### config.mk
export PLATFORM = sky130hd
export DESIGN_NAME = cmd_frame_tx_flat
export DESIGN_NICKNAME = d
export VERILOG_FILES = /design/src/hw/cmd_frame_pkg.sv /design/src/hw/cmd_frame_if.sv /design/src/hw/cmd_frame_tx.sv /design/src/flat_wrapper.sv
export SDC_FILE = /design/constraint.sdc
export NUM_CORES = 1
export LEC_CHECK = 0
export ABC_AREA = 1
export BUFFER_PORTS_ARGS = -buffer_cell sky130_fd_sc_hd__buf_2
export CORE_MARGIN = 8
export CORE_UTILIZATION = 48
export DETAILED_ROUTE_END_ITERATION = 10
export PLACE_DENSITY = 0.92
export SYNTH_ARGS = -nofsm -noshare
export SYNTH_HDL_FRONTEND = slang
export SYNTH_SLANG_ARGS = --single-unit
### constraint.sdc
create_clock -name sys_clk -period 4.5 [get_ports sys_clk]
set_clock_uncertainty 0.05 [all_clocks]
set_input_delay 0.9 -clock sys_clk [delete_from_list [all_inputs] [get_ports sys_clk]]
set_output_delay 0.9 -clock sys_clk [all_outputs]
set_load 0.02 [all_outputs]
### src/hw/cmd_frame_pkg.sv
// constants shared by both ends of the command frame link
// assumes a single sys_clk domain on both ends
package cmd_frame_pkg;
   localparam logic [1:0] frame_type_command = 2'h2;
   localparam logic [0:0] ack_none = 1'h0;
   localparam logic [0:0] ack_immediate = 1'h1;
   typedef enum logic [3:0] {
      sub_reserve_req = 4'h0,
      sub_reserve_rsp = 4'h1,
      sub_probe = 4'h2,
      sub_pairwise_key = 4'h3,
      sub_group_key = 4'h4,
      sub_link_feedback = 4'h5,
      sub_relay = 4'h6,
      sub_diversity_set_req = 4'h7,
      sub_diversity_set_rsp = 4'h8,
      sub_unequal_map = 4'h9,
      sub_diversity_switch = 4'ha,
      sub_channel_select = 4'hb,
      sub_app_specific = 4'he
   } subtype_e;
   typedef enum logic [1:0] {
      chan_scan_req = 2'h0,
      chan_scan_rsp = 2'h1,
      chan_change_req = 2'h2,
      chan_change_rsp = 2'h3
   } chan_cmd_e;
   // channel selection control field layout
   localparam int cmd_msb = 15;
   localparam int cmd_lsb = 14;
   localparam int resv_msb = 13;
   localparam int resv_lsb = 12;
   localparam int reason_msb = 11;
   localparam int reason_lsb = 10;
   localparam int bitmap_msb = 9;
   localparam int bitmap_width = 10;
   // availability element length bounds, octets
   localparam logic [5:0] avail_min_len = 6'h02;
   localparam logic [5:0] avail_max_len = 6'h22;
   localparam int addr_width = 16;
   // header byte order on the link: type/subtype/ack, dst hi, dst lo, src hi, src lo
   localparam logic [2:0] hdr_len = 3'h5;
endpackage

### src/hw/cmd_frame_if.sv
// byte stream carrying command frames between the two ends
// assumes both ends share sys_clk; bytes move on valid and ready
`timescale 1ns/10ps
interface cmd_frame_if;
   logic [7:0] data;
   logic valid;
   logic ready;
   logic last;
   modport tx (output data, output valid, output last, input ready);
   modport rx (input data, input valid, input last, output ready);
endinterface

### src/hw/cmd_frame_tx.sv
// transmit end: builds command frame header, channel selection control and payload bytes
// assumes the user holds its request stable until tx_done pulses
//
// What this block does
// - frame type two, defined subtype only
// - destination address holds recipient device address
// - source address holds own device address
// - subtypes 0,1 mean reservation request, response
// - subtype 2 means probe command
// - subtypes 3,4 mean pairwise, group key
// - subtypes 5,6 mean link feedback, relay
// - subtypes 7,8,10 mean diversity set, switch
// - subtype 9 means unequal protection map
// - 11 channel select, 14 application; rest reserved
// - reservation request is list of reservation elements
// - response repeats elements, then availability element
// - channel selection frames request immediate acknowledgement
// - channel payload: control word, then elements
// - control bits: cmd, reserved, reason, bitmap
// - command ids scan req/rsp, change req/rsp
// - bitmap bit n is channel n+1
// - ack policy zero none, one immediate
// - scan request sets exactly requested channels
`timescale 1ns/10ps
module cmd_frame_tx #(
   parameter int addr_width = cmd_frame_pkg::addr_width
) (
   input wire logic sys_clk,
   input wire logic arst_n,
   input wire logic tx_start,
   input wire logic [3:0] tx_subtype,
   input wire logic tx_ack_req,
   input wire logic [addr_width-1:0] destination_address,
   input wire logic [addr_width-1:0] device_address,
   input wire logic [1:0] chan_cmd,
   input wire logic [1:0] chan_reason,
   input wire logic [9:0] chan_bitmap,
   input wire logic [7:0] pay_data,
   input wire logic pay_valid,
   input wire logic pay_last,
   output logic pay_ready,
   output logic tx_busy_reg,
   output logic tx_done_reg,
   output logic tx_reject_reg,
   cmd_frame_if.tx link
);
   typedef enum logic [2:0] {
      st_idle = 3'h0,
      st_hdr = 3'h1,
      st_ctl_hi = 3'h2,
      st_ctl_lo = 3'h3,
      st_pay = 3'h4
   } tx_state_e;
   tx_state_e state_reg;
   logic [2:0] idx_reg;
   logic [7:0] hdr_byte;
   logic [15:0] ctl_word;
   logic subtype_ok;
   logic is_chan;
   logic [1:0] ctl_reason;
   logic [9:0] ctl_bitmap;
   logic take;
   logic [7:0] data_reg;
   logic valid_reg;
   logic last_reg;

   // only defined command subtypes leave this end; 12,13,15 are refused
   assign subtype_ok = (tx_subtype <= 4'hb) || (tx_subtype == 4'he);
   assign is_chan = (tx_subtype == cmd_frame_pkg::sub_channel_select);
   assign take = !valid_reg || link.ready;

   // fields reserved for a given command are forced to zero
   always_comb begin
      ctl_reason = chan_reason;
      ctl_bitmap = chan_bitmap;
      if (chan_cmd != cmd_frame_pkg::chan_change_rsp) begin
         ctl_reason = 2'h0;
      end
      if (chan_cmd[1]) begin
         ctl_bitmap = 10'h000;
      end
      ctl_word = {chan_cmd, 2'h0, ctl_reason, ctl_bitmap};
   end

   // header bytes in link order
   always_comb begin
      unique case (idx_reg)
         3'h0: hdr_byte = {cmd_frame_pkg::frame_type_command, tx_subtype,
            1'h0, is_chan ? cmd_frame_pkg::ack_immediate : tx_ack_req};
         3'h1: hdr_byte = destination_address[15:8];
         3'h2: hdr_byte = destination_address[7:0];
         3'h3: hdr_byte = device_address[15:8];
         default: hdr_byte = device_address[7:0];
      endcase
   end

   // payload bytes are passed through only while the link accepts them
   assign pay_ready = (state_reg == st_pay) && take;

   // frame sequencer
   always_ff @(posedge sys_clk or negedge arst_n) begin
      if (!arst_n) begin
         state_reg <= st_idle;
         idx_reg <= 3'h0;
      end else begin
         unique case (state_reg)
            st_idle: begin
               idx_reg <= 3'h0;
               if (tx_start && subtype_ok) begin
                  state_reg <= st_hdr;
               end
            end
            st_hdr: begin
               if (take) begin
                  idx_reg <= idx_reg + 3'h1;
                  if (idx_reg == cmd_frame_pkg::hdr_len - 3'h1) begin
                     state_reg <= is_chan ? st_ctl_hi : st_pay;
                  end
               end
            end
            st_ctl_hi: if (take) begin
               state_reg <= st_ctl_lo;
            end
            st_ctl_lo: if (take) begin
               state_reg <= st_pay;
            end
            // element list supplied by user, framed until pay_last
            st_pay: if (take && pay_valid && pay_last) begin
               state_reg <= st_idle;
            end
            default: state_reg <= st_idle;
         endcase
      end
   end

   // link output byte register
   always_ff @(posedge sys_clk or negedge arst_n) begin
      if (!arst_n) begin
         data_reg <= 8'h00;
         valid_reg <= 1'b0;
         last_reg <= 1'b0;
      end else if (take) begin
         valid_reg <= 1'b0;
         last_reg <= 1'b0;
         unique case (state_reg)
            st_idle: data_reg <= data_reg;
            st_hdr: begin
               data_reg <= hdr_byte;
               valid_reg <= 1'b1;
            end
            st_ctl_hi: begin
               data_reg <= ctl_word[15:8];
               valid_reg <= 1'b1;
            end
            st_ctl_lo: begin
               data_reg <= ctl_word[7:0];
               valid_reg <= 1'b1;
            end
            default: begin
               data_reg <= pay_data;
               valid_reg <= pay_valid;
               last_reg <= pay_valid && pay_last;
            end
         endcase
      end
   end

   // status flags toward the user
   always_ff @(posedge sys_clk or negedge arst_n) begin
      if (!arst_n) begin
         tx_busy_reg <= 1'b0;
         tx_done_reg <= 1'b0;
         tx_reject_reg <= 1'b0;
      end else begin
         tx_busy_reg <= (state_reg != st_idle);
         tx_done_reg <= (state_reg == st_pay) && take && pay_valid && pay_last;
         tx_reject_reg <= (state_reg == st_idle) && tx_start && !subtype_ok;
      end
   end

   assign link.data = data_reg;
   assign link.valid = valid_reg;
   assign link.last = last_reg;
endmodule

### src/flat_wrapper.sv
// flat-port wrapper written by rule: the top's interface ports become plain ports
module cmd_frame_tx_flat 
#(
   parameter int addr_width = cmd_frame_pkg::addr_width
)
  (sys_clk, arst_n, tx_start, tx_subtype, tx_ack_req, destination_address, device_address, chan_cmd, chan_reason, chan_bitmap, pay_data, pay_valid, pay_last, pay_ready, tx_busy_reg, tx_done_reg, tx_reject_reg, link_data, link_valid, link_last, link_ready);
  cmd_frame_if link_i ();
  input wire logic sys_clk;
  input wire logic arst_n;
  input wire logic tx_start;
  input wire logic [3:0] tx_subtype;
  input wire logic tx_ack_req;
  input wire logic [addr_width-1:0] destination_address;
  input wire logic [addr_width-1:0] device_address;
  input wire logic [1:0] chan_cmd;
  input wire logic [1:0] chan_reason;
  input wire logic [9:0] chan_bitmap;
  input wire logic [7:0] pay_data;
  input wire logic pay_valid;
  input wire logic pay_last;
  output logic pay_ready;
  output logic tx_busy_reg;
  output logic tx_done_reg;
  output logic tx_reject_reg;
  output wire logic [$bits(link_i.data)-1:0] link_data;
  output wire logic [$bits(link_i.valid)-1:0] link_valid;
  output wire logic [$bits(link_i.last)-1:0] link_last;
  input wire logic [$bits(link_i.ready)-1:0] link_ready;
  assign link_data = link_i.data;
  assign link_valid = link_i.valid;
  assign link_last = link_i.last;
  assign link_i.ready = link_ready;
  cmd_frame_tx #(.addr_width(addr_width)) u_core (.sys_clk(sys_clk), .arst_n(arst_n), .tx_start(tx_start), .tx_subtype(tx_subtype), .tx_ack_req(tx_ack_req), .destination_address(destination_address), .device_address(device_address), .chan_cmd(chan_cmd), .chan_reason(chan_reason), .chan_bitmap(chan_bitmap), .pay_data(pay_data), .pay_valid(pay_valid), .pay_last(pay_last), .pay_ready(pay_ready), .tx_busy_reg(tx_busy_reg), .tx_done_reg(tx_done_reg), .tx_reject_reg(tx_reject_reg), .link(link_i));
endmodule
Yosys cells after proc, flatten, opt, wreduce, memory -nomap -nowiden:

Cells that the tools add are included.

* multiplexer cells: 17
* bitwise operators: 1
* magnitude comparators: 1
* equality and inequality tests: 17
* add/sub/neg operators: 1
* reductions and logical operators: 22

Operators with widths (number)
* case mux 8 bit (4 select lines): 2
* two-way mux 3 bit: 8
* case mux 3 bit (5 select lines): 1
* equality test 3 x 2 -> 1 bit (second input constant): 4
* two-way mux 10 bit: 1
* inequality test 2 x 1 -> 1 bit (second input constant): 5
* logical AND 1 bit: 9
* equality test 4 bit (second input constant): 2
* equality test 3 x 1 -> 1 bit (second input constant): 2
* equality test 3 bit (second input constant): 2
* logical NOT 3 bit: 2
* case mux 3 bit (2 select lines): 1
* AND reduction 6 bit: 1
* less-or-equal comparator 4 bit (second input constant): 1
* inequality test 2 bit (second input constant): 2
* AND reduction 2 bit: 2
* OR reduction 4 bit: 1
* adder 3 x 1 -> 3 bit (second input constant): 1
* nonzero test 3 bit: 1
* OR reduction 3 bit: 1
* logical NOT 1 bit: 2
* logical OR 1 bit: 2
* two-way mux 1 bit: 2
* two-way mux 2 bit: 1
* 3 further kinds: 3

* bits of input ports: 65
* logic and storage cells: 67
* output and inout port bits: 14
* register bits after elaboration: 19

Logic depth before layout (Yosys ltp):

* depth in word-level cells: 6
* depth in mapped cells: 11
* gate-level depth less buffers: 10

Least setup slack after synthesis:

Ideal clock, no wire load.

* path kind: input -> output
* from: input port link_ready
* to: output port pay_ready
* cell stages on the path: 4
* path buffers: 0
* arrival: 1.484 ns
* slack: 2.066 ns
* data required time: 3.550 ns
* path through: inv_1 > nand2_1 > inv_1 > nor2_1

* word-level cells in the longest chain between the ends: 2

Ends and longest elaborated chain
* start, declared: line flat_wrapper.sv:28 `input wire logic [$bits(link_i.ready)-1:0] link_ready;`
* logical OR 1 bit: line cmd_frame_tx.sv:70 `assign take = !valid_reg || link.ready;`
* logical AND 1 bit: line cmd_frame_tx.sv:98 `assign pay_ready = (state_reg == st_pay) && take;`
* end, declared: line flat_wrapper.sv:21 `output logic pay_ready;`

Every way passes these cells.

Final worst setup path:

Ends and elaborated chain as after synthesis.

==> metrics <==
share of cells above drive strength 1 0.268; maximum root-to-sink buffer count 2; clock slew at reported path FFs 0.11 ns; Root Buffer clkbuf_4; met3 Use GR 0.0664; total power 1020 uW; Yosys cell types 17; final wirelength 4520 um; die width 71.2 um; final std cells w/o fill 354; H-tree depth 1; final period utilization 0.571; Hold Violations, Final 0; Post-CTS Setup Inserts 0; drt via density 5.03; Crit. End Element primary output; pin count of the biggest net entering global routing 21; Psw 528 uW; Design Area, Final 1890 sq um; worst vdd ir 267 uV; syn nets 316; worst slew pin tran 0.564 ns; Worst Reg-to-Reg Cells 8; status completed; Fin Setup TNS 0 ns; CP Class in2out; combinational fraction of design power 0.627; TritonCTS clock tree done; number of flip-flops in the largest register 8; Layout Nets 392; first-pass GRT wire length 7420 um; average size of a mapped cell 5.95 sq um; min Tclk post-route 2.57 ns; Slew Limit Headroom 0.623; Starting Density 0.491; Routed Antenna Nets 0; Hold Path Class reg2reg; DP HPWL 3710 um; CP required 3.55 ns; Power Internal 493 uW; Die Span Y 71.2 um; hold_sp u_core.link.data[7]; Slew Limit Fails 0; Yosys reg bits 19; clock sink count 19; total die area 5070 sq um; Multi-input gate area 881 sq um; CTS resizes 0; f_max 389 MHz; CP max FO 9; Hold EP u_core.link.data[7]; vias in the first global route 1,656; Num CTS Buffers 3; RePlAce Congestion 0.861; GR Overflow Total 0; IO Port Bufs 78; Filler cells 295; iteration-0 DRC count of the detailed router 109; area after detailed placement 1860 sq um; Setup violations, final 0; hold path cells 2; n_diodes 0; Residual DRC 0; leak pwr 0.00113 uW; first-pass detailed-route iteration total 5; synthesized area 1460 sq um; RR Endpoint u_core.link.data[3]; CP startpoint link_ready; FF-to-FF setup slack 2.56 ns; Row Count 20; RSZ-0062 raised after global routing no; Synth warnings 0; Pwr Density 542 nW/um^2; initial antenna violation count 0; cts hold-fix bufs 0; I/O pin total 79; max capacitance violation total 0; sw frac 0.517; GRT met2 Usage 0.308; Seq. cell area 475 sq um; met1 Use GR 0.201; Reg power frac 0.283; vias 1,782; launch point of the worst reg-to-reg path u_core.idx_reg[2]; Post-Place Cells 350; Synth-to-Final Area Change 28.9%; WL/cell 12.8 um; Top Usage Layer GRT met2; GRT Overall Usage 0.178; Seq/Total Area, Yosys 0.325; Skew-Pair Late Insertion Delay 0.31 ns; Core Box Area 2980 sq um; Startpoint Class input pin; Critical Path AT 1.62 ns; Clock power frac 0.090; Post-Syn Instances 246
==> layout make-up <==
| cell class | count | share of cell area |
|---|---|---|
| clock buffer | 3 | 0.0119 |
| inverter | 18 | 0.0358 |
| multi-input combinational | 202 | 0.467 |
| sequential | 19 | 0.252 |
| clock inverter | 1 | 0.00398 |
| tap | 33 | 0.0219 |
| timing repair buffer | 78 | 0.207 |
==> per-stage QoR <==
step / util / setup slack [ns] / hold WS, ns
after floorplan: - / 2.07 / 0.463
after global placement: 0.623 / 1.96 / 0.407
after detailed placement: 0.623 / 1.94 / 0.413
after CTS: 0.633 / 1.93 / 0.441
after global routing: 0.633 / 1.80 / 0.486
final: 0.633 / 1.93 / 0.438
==> routing by layer <==
layer / vias up / part of all wire
li1: 923 / -
met1: 797 / 0.39
met2: 58 / 0.50
met3: 4 / 0.10
met4: 0 / 0.0064
met5: - / 0
==> power by group through the flow <==
| stage | Sequential [uW] | Clock [uW] | Combinational (uW) |
|---|---|---|---|
| 5_1_grt | 298 | 99.1 | 735 |
| 3_5_place_dp | 292 | 0 | 642 |
| 3_3_place_gp | 289 | 0 | 625 |
| 4_1_cts | 288 | 94.2 | 642 |
| 2_1_floorplan | 344 | 0 | 410 |
| 6_report | 289 | 91.4 | 640 |
==> critical path, stage by stage <==
cell,delay [ns]
buf_2,0.07
inv_1,0.03
nand2_1,0.22
inv_1,0.11
nor2_1,0.11
buf_2,0.17
==> Yosys cell counts <==
cell type | count | area (sq um)
o21ai_0 | 11 | 55.1
buf_6 | 1 | 11.3
clkbuf_1 | 2 | 7.51
ha_1 | 5 | 62.6
inv_2 | 1 | 3.75
o22ai_1 | 1 | 6.26
buf_2 | 4 | 20.0
nand2_2 | 2 | 12.5
nand2_1 | 97 | 364
inv_1 | 17 | 63.8
nor2_4 | 1 | 11.3
dfrtp_1 | 19 | 475
nor3_1 | 1 | 5.00
nand3b_1 | 1 | 7.51
nand3_1 | 27 | 135
nor2_1 | 47 | 176
a21oi_1 | 9 | 45.0
==> logic make-up (layout without fill, tap and decap cells) <==
group / count (synthesis) / count (layout) / synth area share
and+or+nand+nor: 176 / 176 / 0.487
buffers and inverters: 25 / 100 / 0.0727
AOI/OAI and AO/OA: 21 / 21 / 0.0727
DFF: 19 / 19 / 0.325
adders and majority gates: 5 / 5 / 0.0428
==> cell usage in the layout (no fill, tap or decap) <==
| cell type | netlist | final |
|---|---|---|
| dfrtp_1 | 19 | 19 |
| nor3_1 | 1 | 1 |
| clkbuf_4 | 0 | 3 |
| inv_1 | 17 | 17 |
| ha_1 | 5 | 5 |
| nand2_1 | 97 | 97 |
| nor2_4 | 1 | 1 |
| nand2_2 | 2 | 2 |
| nand3_1 | 27 | 27 |
| a21oi_1 | 9 | 9 |
| nor2_1 | 47 | 47 |
| buf_2 | 4 | 78 |
| nand3b_1 | 1 | 1 |
| o21ai_0 | 11 | 11 |
| inv_2 | 1 | 1 |
| o22ai_1 | 1 | 1 |
| clkinvlp_4 | 0 | 1 |
==> worst max path at each step <==
stage / to / cells past startpoint
CTS: pay_ready / 6
global placement: pay_ready / 6
finish: pay_ready / 6
global route: pay_ready / 5
detailed placement: pay_ready / 6
floorplan: pay_ready / 4
Power figures use the tool's default switching activity.
